$ cat config.mk
export PLATFORM = sky130hd
export DESIGN_NAME = esseq_top
export DESIGN_NICKNAME = d
export VERILOG_FILES = /design/src/hw/esseq_pkg.sv /design/src/hw/esseq_top.sv
export SDC_FILE = /design/constraint.sdc
export NUM_CORES = 1
export LEC_CHECK = 0
export CORE_MARGIN = 5
export CORE_UTILIZATION = 30
export CTS_BUF_LIST = sky130_fd_sc_hd__clkbuf_4
export DETAILED_ROUTE_END_ITERATION = 6
export DONT_BUFFER_PORTS = 1
export MAX_ROUTING_LAYER = met4
export PLACE_DENSITY_LB_ADDON = 0.25
export SYNTH_ARGS = -nofsm -noshare
export SYNTH_HDL_FRONTEND = slang
export SYNTH_HIERARCHICAL = 1
export SYNTH_SLANG_ARGS = --single-unit
$ cat constraint.sdc
create_clock -name clk_sys -period 13.8 [get_ports clk_sys]
set_clock_uncertainty 0.05 [all_clocks]
set_input_delay 3.45 -clock clk_sys [delete_from_list [all_inputs] [get_ports clk_sys]]
set_output_delay 3.45 -clock clk_sys [all_outputs]
set_load 0.05 [all_outputs]
$ cat src/hw/esseq_pkg.sv
// Constants and carrier types of the EEPROM store sequencer
package esseq_pkg;
   // Register indices; byte address is four times the index
   localparam logic [11:0] IDX_CTRL = 12'hE00;
   localparam logic [11:0] IDX_SAVE = 12'hE02;
   localparam logic [11:0] IDX_STAT = 12'hE04;
   localparam logic [11:0] IDX_PTR = 12'hE05;
   localparam logic [11:0] IDX_SEQ_FIRST = 12'hE17;
   localparam logic [11:0] IDX_CORE_TIMEBASE_BLOCK_INSTR = 12'hE17;
   localparam logic [11:0] IDX_CORE_TIMEBASE_BLOCK_START = 12'hE18;
   localparam logic [11:0] IDX_APPLY_UPDATE_INSTR = 12'hE1A;
   localparam logic [11:0] IDX_TIMEBASE_CAL_INSTR = 12'hE1B;
   localparam logic [11:0] IDX_REF_ONE_BLOCK_INSTR = 12'hE1C;
   localparam logic [11:0] IDX_REF_ONE_BLOCK_START = 12'hE1D;
   localparam logic [11:0] IDX_REF_TWO_BLOCK_INSTR = 12'hE1F;
   localparam logic [11:0] IDX_REF_TWO_BLOCK_START = 12'hE20;
   localparam logic [11:0] IDX_REF_THREE_BLOCK_INSTR = 12'hE22;
   localparam logic [11:0] IDX_REF_THREE_BLOCK_START = 12'hE23;
   localparam logic [11:0] IDX_REF_FOUR_BLOCK_INSTR = 12'hE25;
   localparam logic [11:0] IDX_REF_FOUR_BLOCK_START = 12'hE26;
   localparam int SEQ_LEN = 17;
   // Field positions
   localparam int CTRL_FAST_BIT = 1;
   localparam int SAVE_BIT = 0;
   localparam int STAT_BUSY_BIT = 0;
   // Instruction codes
   localparam logic [7:0] CODE_APPLY_UPDATE = 8'h80;
   localparam logic [7:0] CODE_TIMEBASE_CAL = 8'h91;
   localparam logic [7:0] CODE_FREE_RUN = 8'h98;
   localparam logic [7:0] CODE_DATA_LIMIT = 8'h80;
   // Reset values
   localparam logic [7:0] RST_CORE_TIMEBASE_BLOCK_INSTR = 8'h08;
   localparam logic [15:0] RST_CORE_TIMEBASE_BLOCK_START = 16'h0200;
   localparam logic [7:0] RST_REF_BLOCK_INSTR = 8'h1E;
   localparam logic [15:0] RST_REF_ONE_BLOCK_START = 16'h0300;
   localparam logic [15:0] RST_REF_TWO_BLOCK_START = 16'h0320;
   localparam logic [15:0] RST_REF_THREE_BLOCK_START = 16'h0340;
   localparam logic [15:0] RST_REF_FOUR_BLOCK_START = 16'h0360;
   // Entry 0 in the low byte
   localparam logic [SEQ_LEN*8-1:0] SEQ_RST = {
      RST_REF_FOUR_BLOCK_START[7:0], RST_REF_FOUR_BLOCK_START[15:8], RST_REF_BLOCK_INSTR,
      RST_REF_THREE_BLOCK_START[7:0], RST_REF_THREE_BLOCK_START[15:8], RST_REF_BLOCK_INSTR,
      RST_REF_TWO_BLOCK_START[7:0], RST_REF_TWO_BLOCK_START[15:8], RST_REF_BLOCK_INSTR,
      RST_REF_ONE_BLOCK_START[7:0], RST_REF_ONE_BLOCK_START[15:8], RST_REF_BLOCK_INSTR,
      CODE_TIMEBASE_CAL, CODE_APPLY_UPDATE,
      RST_CORE_TIMEBASE_BLOCK_START[7:0], RST_CORE_TIMEBASE_BLOCK_START[15:8], RST_CORE_TIMEBASE_BLOCK_INSTR};
   // Link timing
   localparam int CLK_HZ = 20000000;
   localparam int LINK_SLOW_HZ = 100000;
   localparam int LINK_FAST_HZ = 400000;
   localparam logic [7:0] LINK_SLOW_DIV = 8'(CLK_HZ / LINK_SLOW_HZ);
   localparam logic [7:0] LINK_FAST_DIV = 8'(CLK_HZ / LINK_FAST_HZ);
   localparam int FIFO_DEPTH = 16;

   typedef struct packed {
      logic [15:0] addr;
      logic [7:0] data;
   } esseq_byte_s;

   typedef enum logic [2:0] {
      S_IDLE, S_FETCH, S_ADDR_HI, S_ADDR_LO, S_MREQ, S_MWAIT, S_MCAP, S_MPUSH
   } esseq_state_e;
endpackage : esseq_pkg

$ cat src/hw/esseq_top.sv
// EEPROM store sequencer: sequence walker, Avalon-MM registers and output FIFO
//
// Added by the designer: the Avalon-MM register port.
`timescale 1ns/100ps

module esseq_fifo #(
   parameter int WIDTH = 24,
   parameter int DEPTH = 16
) (
   // Clock and reset
   input wire logic clk_sys,
   input wire logic srst,
   // Fill side
   input wire logic [WIDTH-1:0] in_data,
   input wire logic in_valid,
   output logic in_ready,
   // Drain side
   output logic [WIDTH-1:0] out_data,
   output logic out_valid,
   input wire logic out_ready
);
   localparam int AW = $clog2(DEPTH);
   logic [WIDTH-1:0] mem_r [DEPTH];
   logic [AW-1:0] wptr_r;
   logic [AW-1:0] rptr_r;
   logic [AW:0] count_r;
   wire do_push = in_valid && in_ready;
   wire do_pop = out_valid && out_ready;

   assign in_ready = (count_r != (AW+1)'(DEPTH));
   assign out_valid = (count_r != '0);
   assign out_data = mem_r[rptr_r];

   always_ff @(posedge clk_sys) begin
      if (do_push) begin
         mem_r[wptr_r] <= in_data;
      end
   end

   always_ff @(posedge clk_sys) begin
      if (srst) begin
         wptr_r <= '0;
         rptr_r <= '0;
         count_r <= '0;
      end else begin
         if (do_push) begin
            wptr_r <= (wptr_r == AW'(DEPTH - 1)) ? '0 : wptr_r + AW'(1);
         end
         if (do_pop) begin
            rptr_r <= (rptr_r == AW'(DEPTH - 1)) ? '0 : rptr_r + AW'(1);
         end
         count_r <= count_r + (AW+1)'(do_push) - (AW+1)'(do_pop);
      end
   end
endmodule : esseq_fifo

module esseq_top #(
   parameter int FIFO_WIDTH = 24,
   parameter int FIFO_DEPTH = esseq_pkg::FIFO_DEPTH
) (
   // Clock and reset
   input wire logic clk_sys,
   input wire logic srst,
   // Avalon-MM slave
   input wire logic [13:0] avs_address,
   input wire logic avs_read,
   input wire logic avs_write,
   input wire logic [3:0] avs_byteenable,
   input wire logic [31:0] avs_writedata,
   output logic [31:0] avs_readdata,
   output logic avs_waitrequest,
   // Register-map read port, data valid the cycle after map_rd
   output logic [15:0] map_addr,
   output logic map_rd,
   input wire logic [7:0] map_data,
   // EEPROM byte stream to the serial writer
   output logic [15:0] ee_addr,
   output logic [7:0] ee_data,
   output logic ee_valid,
   input wire logic ee_ready,
   // Serial link bit-period count
   output logic [7:0] link_div
);
   logic [7:0] seq_r [esseq_pkg::SEQ_LEN];
   esseq_pkg::esseq_state_e state_r;
   logic [4:0] idx_r;
   logic [7:0] cnt_r;
   logic [7:0] hi_r;
   logic [7:0] byte_r;
   logic [15:0] map_addr_r;
   logic map_rd_r;
   logic [15:0] ptr_r;
   logic fast_r;
   logic [7:0] link_div_r;
   logic waitreq_r;
   logic [31:0] rdata_r;
   logic [15:0] addr_ptr_r;

   function automatic logic is_single(input logic [7:0] code);
      return code >= esseq_pkg::CODE_DATA_LIMIT;
   endfunction : is_single

   // Register decode
   wire [11:0] reg_idx = avs_address[13:2];
   wire [11:0] seq_off = reg_idx - esseq_pkg::IDX_SEQ_FIRST;
   wire seq_hit = (reg_idx >= esseq_pkg::IDX_SEQ_FIRST) && (seq_off < 12'(esseq_pkg::SEQ_LEN));
   wire busy = (state_r != esseq_pkg::S_IDLE);
   wire wr_take = avs_write && !waitreq_r && avs_byteenable[0];
   // Sequence bytes are frozen while the walker runs
   wire seq_wr = wr_take && seq_hit && !busy;
   wire save_wr = wr_take && (reg_idx == esseq_pkg::IDX_SAVE) && avs_writedata[esseq_pkg::SAVE_BIT];
   wire ctrl_wr = wr_take && (reg_idx == esseq_pkg::IDX_CTRL);
   wire [7:0] seq_rd = seq_r[seq_off[4:0]];
   wire [31:0] rd_mux =
      seq_hit ? {24'h000000, seq_rd} :
      (reg_idx == esseq_pkg::IDX_CTRL) ? {30'h00000000, fast_r, 1'b0} :
      (reg_idx == esseq_pkg::IDX_SAVE) ? {31'h00000000, busy} :
      (reg_idx == esseq_pkg::IDX_STAT) ? {31'h00000000, busy} :
      (reg_idx == esseq_pkg::IDX_PTR) ? {16'h0000, ptr_r} : 32'h00000000;

   // Walker datapath
   wire idx_end = (idx_r >= 5'(esseq_pkg::SEQ_LEN));
   wire [7:0] cur_seq = idx_end ? 8'h00 : seq_r[idx_r];
   wire push_v = ((state_r == esseq_pkg::S_FETCH) && !idx_end) ||
                 (state_r == esseq_pkg::S_ADDR_HI) || (state_r == esseq_pkg::S_ADDR_LO) ||
                 (state_r == esseq_pkg::S_MPUSH);
   wire [7:0] push_byte = (state_r == esseq_pkg::S_MPUSH) ? byte_r : cur_seq;
   wire fifo_in_ready;
   wire push_ok = push_v && fifo_in_ready;
   esseq_pkg::esseq_byte_s push_word;
   esseq_pkg::esseq_byte_s out_word;
   wire out_valid;
   assign push_word = '{addr: ptr_r, data: push_byte};

   esseq_fifo #(
      .WIDTH(FIFO_WIDTH),
      .DEPTH(FIFO_DEPTH)
   ) u_fifo (
      .clk_sys(clk_sys),
      .srst(srst),
      .in_data(push_word),
      .in_valid(push_v),
      .in_ready(fifo_in_ready),
      .out_data(out_word),
      .out_valid(out_valid),
      .out_ready(ee_ready)
   );

   assign ee_addr = out_word.addr;
   assign ee_data = out_word.data;
   assign ee_valid = out_valid;
   assign map_addr = map_addr_r;
   assign map_rd = map_rd_r;
   assign link_div = link_div_r;
   assign avs_readdata = rdata_r;
   assign avs_waitrequest = waitreq_r;

   // One wait state: read data is loaded while waitrequest is still high
   always_ff @(posedge clk_sys) begin
      if (srst) begin
         waitreq_r <= 1'b1;
         rdata_r <= 32'h00000000;
      end else begin
         waitreq_r <= !((avs_read || avs_write) && waitreq_r);
         if (avs_read && waitreq_r) begin
            rdata_r <= rd_mux;
         end
      end
   end

   always_ff @(posedge clk_sys) begin
      if (srst) begin
         for (int i = 0; i < esseq_pkg::SEQ_LEN; i++) begin
            seq_r[i] <= esseq_pkg::SEQ_RST[i*8 +: 8];
         end
      end else if (seq_wr) begin
         seq_r[seq_off[4:0]] <= avs_writedata[7:0];
      end
   end

   always_ff @(posedge clk_sys) begin
      if (srst) begin
         fast_r <= 1'b0;
         link_div_r <= esseq_pkg::LINK_SLOW_DIV;
      end else begin
         if (ctrl_wr) begin
            fast_r <= avs_writedata[esseq_pkg::CTRL_FAST_BIT];
         end
         link_div_r <= fast_r ? esseq_pkg::LINK_FAST_DIV : esseq_pkg::LINK_SLOW_DIV;
      end
   end

   // Pointer clears on a save while idle; otherwise it moves only when a byte enters the write queue
   always_ff @(posedge clk_sys) begin
      if (srst) begin
         ptr_r <= 16'h0000;
      end else if (save_wr && !busy) begin
         ptr_r <= 16'h0000;
      end else if (push_ok) begin
         ptr_r <= ptr_r + 16'h0001;
      end
   end

   // Pointer at the high address byte; only the two-byte step check reads it
   // The low byte may wait on a full queue, so a fixed depth of history will not do
   always_ff @(posedge clk_sys) begin
      if (srst) begin
         addr_ptr_r <= 16'h0000;
      end else if ((state_r == esseq_pkg::S_ADDR_HI) && push_ok) begin
         addr_ptr_r <= ptr_r;
      end
   end

   always_ff @(posedge clk_sys) begin
      if (srst) begin
         state_r <= esseq_pkg::S_IDLE;
         idx_r <= '0;
         cnt_r <= 8'h00;
         hi_r <= 8'h00;
         byte_r <= 8'h00;
         map_addr_r <= 16'h0000;
         map_rd_r <= 1'b0;
      end else begin
         map_rd_r <= (state_r == esseq_pkg::S_MREQ);
         unique case (state_r)
            esseq_pkg::S_IDLE: begin
               if (save_wr) begin
                  idx_r <= '0;
                  state_r <= esseq_pkg::S_FETCH;
               end
            end
            esseq_pkg::S_FETCH: begin
               // Save bit reads back busy, so leaving here clears it
               if (idx_end) begin
                  state_r <= esseq_pkg::S_IDLE;
               end else if (push_ok) begin
                  idx_r <= idx_r + 5'h01;
                  if (!is_single(cur_seq)) begin
                     cnt_r <= cur_seq;
                     state_r <= esseq_pkg::S_ADDR_HI;
                  end
               end
            end
            esseq_pkg::S_ADDR_HI: begin
               if (push_ok) begin
                  hi_r <= cur_seq;
                  idx_r <= idx_r + 5'h01;
                  state_r <= esseq_pkg::S_ADDR_LO;
               end
            end
            esseq_pkg::S_ADDR_LO: begin
               if (push_ok) begin
                  map_addr_r <= {hi_r, cur_seq};
                  idx_r <= idx_r + 5'h01;
                  state_r <= esseq_pkg::S_MREQ;
               end
            end
            esseq_pkg::S_MREQ: begin
               state_r <= esseq_pkg::S_MWAIT;
            end
            esseq_pkg::S_MWAIT: begin
               state_r <= esseq_pkg::S_MCAP;
            end
            esseq_pkg::S_MCAP: begin
               byte_r <= map_data;
               state_r <= esseq_pkg::S_MPUSH;
            end
            esseq_pkg::S_MPUSH: begin
               if (push_ok) begin
                  if (cnt_r == 8'h00) begin
                     state_r <= esseq_pkg::S_FETCH;
                  end else begin
                     cnt_r <= cnt_r - 8'h01;
                     map_addr_r <= map_addr_r + 16'h0001;
                     state_r <= esseq_pkg::S_MREQ;
                  end
               end
            end
         endcase
      end
   end
endmodule : esseq_top

* Word-level counts from Yosys, hierarchy flattened *
Memory sizes are Yosys's and may differ from the RTL's. A register that Yosys moved wholly into a read port is not among the register bits.
Cells that the tools add are included.

cells by class
  add/subtract/negate cells = 9
  $lt $le $gt $ge = 4
  equal/unequal tests = 24
  mux-type cells = 47
  reductions and logical operators = 37

operators with widths
  cell                                                       number
  two-way mux 16 bit                                         8
  two-way mux 8 bit                                          9
  equality test 12 bit, second input constant                4
  adder 16 x 1 -> 16 bit, second input constant              2
  one-hot mux 16 bit (2 select lines)                        1
  two-way mux 5 bit                                          6
  two-way mux 3 bit                                          8
  one-hot mux 3 bit (8 select lines)                         1
  two-way mux 4 bit                                          4
  one-hot mux 8 bit (2 select lines)                         1
  one-hot mux 5 bit (3 select lines)                         1
  logical AND 1 bit                                          14
  equality test 3 bit, second input constant                 4
  greater-or-equal comparator 12 bit, second input constant  1
  < comparator 12 x 5 -> 1 bit, second input constant        1
  AND reduction 6 bit                                        2
  subtractor 12 bit, second input constant                   1
  adder 4 x 1 -> 4 bit, second input constant                2
  equality test 4 bit, second input constant                 2
  greater-or-equal comparator 8 bit, second input constant   1
  zero test 8 bit                                            1
  two-way mux 1 bit                                          8
  != test 2 x 1 -> 1 bit, second input constant              4
  != test 2 bit, second input constant                       4
  21 further kinds                                           31

storage, ports and cells
  register bits after elaboration = 120
  RAM bits = 520
  logic and storage cells = 138
  memories kept = 2

memory list
  memory        depth  bits a word  rd ports  clocked after Yosys merged registers in  write ports  RTL line         text
  u_fifo.mem_r  16     24           1         1                                        1            esseq_top.sv:23  logic [WIDTH-1:0] mem_r [DEPTH];
  seq_r         17     8            2         1                                        17           esseq_top.sv:84  logic [7:0] seq_r [esseq_pkg::SEQ_LEN];

* Logic depth before layout (Yosys ltp) *
Gate-level depths: netlist (run 1).

  word-level depth = 12
  depth in mapped cells = 15
  gate-level depth less buffers = 15

* Cells and area by module *
The synthesis (run 1) kept the hierarchy.

by module, submodules not included
  module      instances  cells each  area an instance (µm²)  seq. area each (µm²)
  esseq_top   1          1,505       17,569.4                9,489.1
  esseq_fifo  1          696         15,280.9                11,871.4

* Worst setup path after synthesis (run 1) *
OpenSTA, ideal clock, no wires.

  path kind = input -> register
  start = input avs_address[2]
  end = register rdata_r[7] (netlist: avs_readdata[7])
  library setup time = 0.123 ns
  arrival = 7.338 ns
  required time = 13.627 ns
  slack = 6.288 ns
  stages on the path = 14
  cells stage by stage = clkbuf_1 clkbuf_1 buf_1 clkbuf_1 inv_1 ha_1 buf_2 buf_2 buf_2 buf_2 mux4_2 a222oi_1 and3_1 a21oi_1

between the ends
  word-level cells in the longest chain between the ends = 6

RTL lines
  item                                                       RTL line          text
  from (decl)                                                esseq_top.sv:65   input wire logic [13:0] avs_address,
  branches (longest 5 deep; another with subtractor 12 bit)  --
  two-way mux 16 bit *                                       esseq_top.sv:115  seq_hit ? {24'h000000, seq_rd} :
  to (signal assigned)                                       esseq_top.sv:166  rdata_r <= rd_mux;
  to (decl)                                                  esseq_top.sv:96   logic [31:0] rdata_r;

Every way passes the cells marked *.
A chain may end at the register's enable or synchronous reset.

==> reports/results.ini, run 1 <==
[timing]
max_slew.worst_pin.slew_ps = 1330
slew_viol_final = 0
rsz0062_at_grt = no
setup_slack_ps = 5800
slew_headroom_pct = 10.7
finalSetupViolations = 0
min_period_ps = 8000
fin_crit_sh_pct = 58.0
hold_violations = 0
finalSetupTns_ps = 0
fmax_ghz = 0.125

[clocking]
numCtsBuffers = 193
clk_pin_slew_ps = 70
cts_buffer_depth = 3
clock_latency_ps = 1080
cts_resized = 0
post_cts_buffers = 0
h-tree-depth = 4
cts_tree = yes
cts_sinks = 747
cts_hold_buf = 0
clockRootBuffer = clkbuf_4

[routing]
avgRoutedWirePerCell_um = 24.2
first_pass_iters = 6
route.detailed.drc = 0
wirelength_mm = 96.0
vias = 20827
viasPerCell = 5.24
ant_nets = 0
initialDrtViolationCount = 1863

[floorplanning]
die_height_um = 341
die_w_um = 341
coreArea_um2 = 109000
start_util_pct = 30.2
die_area_um2 = 116000
fp-row-count = 121
top_level_ports = 146

[synthesis]
yosysWarnings = 6
yosys.area.top_type_share_pct = 58.5
synth-main-ff-cell = edfxtp_1
avgSynthCellArea_um2 = 14.9
seq_area_frac_synth_pct = 65.0
synthDistinctLibCells = 72
yosysTopAreaCell = edfxtp_1
syn_area_um2 = 32900
synth_seq_cells = 747
synthTopCellsByArea = edfxtp_1, mux4_2, dfxtp_1
async_reset_ff_share_pct = 0
syn_inst = 2201
synth_edf_count = 640

[power]
p_int_uw = 4120
comb_power_share_pct = 22.4
power_uw = 6030
p_seq_share_pct = 45.8
max-vdd-ir-drop_mv = 0.0726
p_per_area_nw_per_um2 = 162
pwr-share-clk_pct = 31.8
switchingPower_uw = 1910
switching_share_pct = 31.7
leakage_uw = 0.0121

[critical_path]
worstSetupPathType = reg2out
cp.required_ps = 10300
timing.rr.end = u_fifo/mem_r[12][0]
worst-path-max-fanout = 45
rr_worst_depth = 7
r2r_slack_ps = 9360
end_kind = output port
critPathSlowestCell = buf_4
cpPeakStageDelay_ps = 830
crit_chain = buf_4 > buf_4 > mux4_2 > a22oi_1 > nand2_1
critical_path_arrival_ps = 4500
critPathLaunchType = flop
crit_top_cell = buf_4

[run_status]
status = complete, no violations

[worst_hold_path]
hold_path_class = reg2reg
hold-path-endpoint = byte_r[7]
min_path_cells = 2
hp-start = byte_r[7]

[global_route]
grt_use_total_pct = 16.7
grt_pass1_vias = 21187
grt_overflow = 0
grt_max_degree = 76
grt_pass1_wl_mm = 139
antenna_found_initial = 5

[cells_and_area]
layout.nets = 2493
fin_util_pct = 34.3
area_growth_pct = 13.6
drive_above_1_share_pct = 21.9

[place]
gp_congestion = 0.850
numPortBuffers = 0
dp_hpwl_mm = 57.7
dp_slack_ps = 6060

[run]
drv_cap = 0

## power by group through the flow
| stage | clock network, uW | logic [uW] | registers [uW] |
|---|---|---|---|
| detailed placement | 0 | 1360 | 2810 |
| finish | 1920 | 1350 | 2760 |
| global placement | 0 | 1340 | 2800 |
| CTS | 1980 | 1370 | 2770 |
| global route | 2100 | 1450 | 2780 |
| floorplan | 0 | 1080 | 2730 |
## critical path, delay by kind of cell, from the launching register on
kind                   cells  cell delay [ps]
and+or+nand+nor            1              390
AOI/OAI and AO/OA          1              230
DFF                        1              490
muxes                      1              600
buffers and inverters      2             1540
## kinds of logic after synthesis
logic type | count (synthesis) | share of synthesized area, %
AO/OA/AOI/OAI | 370 | 7.48
XOR/XNOR | 30 | 0.800
adder cells (fa/ha/maj) | 24 | 0.937
buffers and inverters | 204 | 2.85
flip-flops | 747 | 65.0
multiplexers | 293 | 15.1
other | 1 | 0.0114
AND/OR/NAND/NOR | 532 | 7.79
## cells in the final DEF, fill, tap and decap left out, types with 37 or more instances in the layout
cell      count
nand3_1      37
nand2_1     165
nor2_1      156
o21ai_0      39
dfxtp_1     104
a21oi_1      99
mux4_2      162
a22oi_1     131
clkinv_1     37
mux2i_1     130
buf_4        62
conb_1      114
edfxtp_1    640
clkbuf_4    289
inv_1        38
## worst max path at each step
stage                   start              end  slack [ps]  cells after the start
5_1_grt                  flop       ee_data[4]        5300                      5
3_5_place_dp   avs_address[2]     seq_r[19][0]        6060                      7
3_3_place_gp   avs_address[2]     seq_r[19][0]        6150                      7
6_report                 flop       ee_addr[1]        5800                      5
4_1_cts                  flop      ee_addr[10]        5480                      5
2_1_floorplan  avs_address[2]  avs_readdata[7]        6290                     14
## stage by stage
step	hold WS, ps	instances	cell area, um^2
2_1_floorplan	382	2314	33300
3_3_place_gp	394	3625	34800
3_5_place_dp	394	3625	34800
4_1_cts	405	3970	37300
5_1_grt	433	3976	37300
6_report	407	3976	37300
## Yosys cell counts (22+ instances only)
master      n
edfxtp_1  640
dfxtp_1   107
a22oi_1   131
nand2_1   165
o21ai_0    52
clkbuf_1   87
nor2_1    158
mux4_2    162
buf_4      23
nor3_1     22
ha_1       23
buf_2      38
inv_1      38
mux2i_1   130
xnor2_1    24
or3_1      35
nand3_1    37
a21oi_1    99
## state kept, by name (all words and copies together), names as in the netlist, 5 cells and up, named ones only
register        flops
u_fifo/mem_r      384
u_fifo/count_r      5
ptr_r              16
cnt_r               8
byte_r              8
seq_r             256
map_addr           16
avs_readdata       16
hi_r                8
idx_r               5
## cell type report
| cell class | instances | area [um^2] |
|---|---|---|
| repair buffers | 62 | 465 |
| diodes | 6 | 15.0 |
| well taps | 1414 | 1770 |
| multi-input cells | 1363 | 11100 |
| flip-flops and latches | 747 | 21400 |
| fillers | 10545 | 71500 |
| clock buffers | 289 | 2170 |
| inverters | 39 | 146 |
| clock inverters | 56 | 315 |
## metal layers
layer / global-route usage [%] / up-vias / wire length, um
met4: 6.34 / 0 / 2940
met1: 20.3 / 10780 / 38700
met5: - / - / 0
met3: 5.32 / 158 / 8840
met2: 26.1 / 798 / 45600
li1: - / 9091 / -
(Power assumes the default switching activity.)
==> inputs of run 2 (changes only) <==
Clock period 13.8 ns to 7.75 ns, I/O delays scaled along.
==> run 2 against run 1 <==
Effect of this change:
- core utilization rose by 0.25 points
- clock power rose by 89%
- combinational power rose by 75%
- power rose by 81%
- sequential share of layout area fell by 0.42 points
- sequential cell count did not move
- routed wire length fell by 1.5%
- die area did not move
- critical path depth fell by 1
- non-clock buffer count rose by 5
- largest cell class unchanged
- largest power group unchanged
- highest routed layer unchanged
==> reports/results.ini, run 2 (synthesis results as in run 1) <==
[timing]
rsz0062_at_grt = no
hold_ws_ps = 414  ; +6.26 ps
finalSetupViolations = 0  ; unchanged
slew_headroom_pct = 11.8  ; +1.1 points
fmax_ghz = 0.173
slew_viol_final = 0  ; unchanged
min_period_ps = 5780
fin_crit_sh_pct = 74.5
max_slew.worst_pin.slew_ps = 1310  ; -16.6 ps
finalSetupTns_ps = 0  ; unchanged
hold_violations = 0  ; unchanged

[worst_hold_path]
min_path_cells = 2  ; unchanged
hp-start = byte_r[3]
hold-path-endpoint = byte_r[3]
hold_path_class = reg2reg

[global_route]
grt_pass1_vias = 21073  ; -0.54%
grt_overflow = 0  ; unchanged
grt_use_total_pct = 16.4  ; -0.33 points
grt_max_degree = 76  ; unchanged
antenna_found_initial = 3  ; -2
grt_pass1_wl_mm = 138  ; -1.1%

[routing]
initialDrtViolationCount = 1618  ; -13%
viasPerCell = 5.16  ; -1.5%
avgRoutedWirePerCell_um = 23.6  ; -2.3%
ant_nets = 0  ; unchanged
first_pass_iters = 7  ; +1
route.detailed.drc = 0  ; unchanged
vias = 20678  ; -0.72%
wirelength_mm = 94.5  ; -1.5%

[clocking]
cts_sinks = 747  ; unchanged
numCtsBuffers = 196  ; +1.6%
cts_tree = yes
cts_buffer_depth = 3  ; unchanged
h-tree-depth = 4  ; unchanged
clk_pin_slew_ps = 60  ; about the same
post_cts_buffers = 0  ; unchanged
clock_latency_ps = 1060  ; -20 ps
cts_hold_buf = 0  ; unchanged
clockRootBuffer = clkbuf_4
cts_resized = 0  ; unchanged

[critical_path]
worstSetupPathType = reg2out
critPathLaunchType = flop
crit_chain = buf_4 > mux4_2 > a22oi_1 > nand2_1
timing.rr.start = state_r[2]
critPathSlowestCell = dfxtp_4
rr_worst_depth = 5  ; -2
crit_family = flip-flops
timing.rr.end = seq_r[10][6]
worst-path-max-fanout = 60  ; +33%
cpPeakStageDelay_ps = 980  ; +150 ps
critical_path_arrival_ps = 3790  ; -710 ps
r2r_slack_ps = 3370  ; -5990 ps
end_kind = output port
cp.required_ps = 5760  ; -4540 ps
path_buf_inv = 1  ; -1

[place]
placedCellCount = 3630  ; +0.14%
numPortBuffers = 0  ; unchanged
dp_hpwl_mm = 58.4  ; +1.2%
gp_congestion = 0.872  ; +2.6%
place_area_um2 = 34900  ; +0.14%

[floorplanning]
die_height_um = 341  ; unchanged
fp-row-count = 121  ; unchanged
coreArea_um2 = 109000  ; unchanged
die_area_um2 = 116000  ; unchanged
start_util_pct = 30.2  ; unchanged
top_level_ports = 146  ; unchanged
die_w_um = 341  ; unchanged

[cells_and_area]
largest_reg_flops = 384  ; unchanged
final_common_cell = edfxtp_1
fillCellCount = 10585  ; +0.38%
area_growth_pct = 14.4
largest-register = u_fifo/mem_r
layout.nets = 2501  ; +0.32%
stdcell_count = 4009  ; +0.83%
multi_input_area_um2 = 11000  ; -0.11%
drive_above_1_share_pct = 22.5  ; +0.64 points
reg_top3 = u_fifo/mem_r: 384 flops, seq_r: 256 flops
layout_common_cells = edfxtp_1, clkbuf_4, nand2_1
final_area_um2 = 37600  ; +0.73%
seq_area_um2 = 21400  ; unchanged

[power]
switching_share_pct = 31.3  ; -0.43 points
pwr-share-clk_pct = 33.1  ; +1.3 points
max-vdd-ir-drop_mv = 0.144  ; +98%
switchingPower_uw = 3430  ; +79%
leakage_uw = 0.0122  ; +1.1%
p_per_area_nw_per_um2 = 291  ; +80%
p_int_uw = 7520  ; +82%
comb_power_share_pct = 21.6  ; -0.8 points
p_seq_share_pct = 45.2  ; -0.6 points

[run]
drv_cap = 0  ; unchanged

[run_status]
status = complete, no violations

==> run 2: changes by cell type in the layout (fill, tap and decap cells not counted), sizes merged <==
cell / previous run / this run
clkinvlp: 0 / 2
buf: 62 / 67
clkbuf: 289 / 316
diode: 6 / 9
bufinv: 2 / 3
inv: 46 / 43
clkinv: 47 / 45
==> run 2: worst min-delay path, delay by kind of cell (launching register included) <==
family / cells / cell delay, ps
AND/OR/NAND/NOR: 1 / 50
flip-flops: 1 / 310
AO/OA/AOI/OAI: 1 / 50
==> run 2: stage by stage <==
stage               setup slack (ps)  util (%)  total power [uW]
finish                          1970      34.5             10900
global route                    1710      34.5             11500
CTS                             1790      34.5             11100
detailed placement              1700      32.0              7430
global placement                1730      32.0              7380
floorplan                       1750         -              6790
==> run 2: power by group through the flow <==
stage | clock network [uW] | registers [uW] | logic [uW]
after floorplan | 0 | 4870 | 1920
after global placement | 0 | 5030 | 2350
after detailed placement | 0 | 5040 | 2380
after CTS | 3730 | 4960 | 2390
after global routing | 3950 | 4990 | 2540
final | 3630 | 4950 | 2360
==> run 2: metal layers <==
| metal | track usage (%) | part of all wire [%] |
|---|---|---|
| met5 | - | 0 |
| met3 | 4.99 | 8.7 |
| met1 | 20.3 | 41 |
| met4 | 4.85 | 2.3 |
| met2 | 25.9 | 48 |
==> run 2: worst max path at each step <==
stage	end	cells after the start	slack, ps	from
3_3_place_gp	seq_r[10][4]	8	1730	avs_address[2]
3_5_place_dp	seq_r[10][4]	8	1700	avs_address[2]
4_1_cts	ee_addr[1]	4	1790	flop
5_1_grt	ee_addr[1]	4	1710	flop
2_1_floorplan	avs_readdata[7]	14	1750	avs_address[2]
6_report	ee_addr[4]	4	1970	flop
==> run 2: layout make-up <==
type	instances	share of cell area, %
Multi-Input combinational cell	1363	29.4
Tap cell	1414	4.71
Clock inverter	54	0.872
Inverter	39	0.390
Antenna cell	9	0.0599
Timing Repair Buffer	67	1.41
Clock buffer	316	6.31
Sequential cell	747	56.9
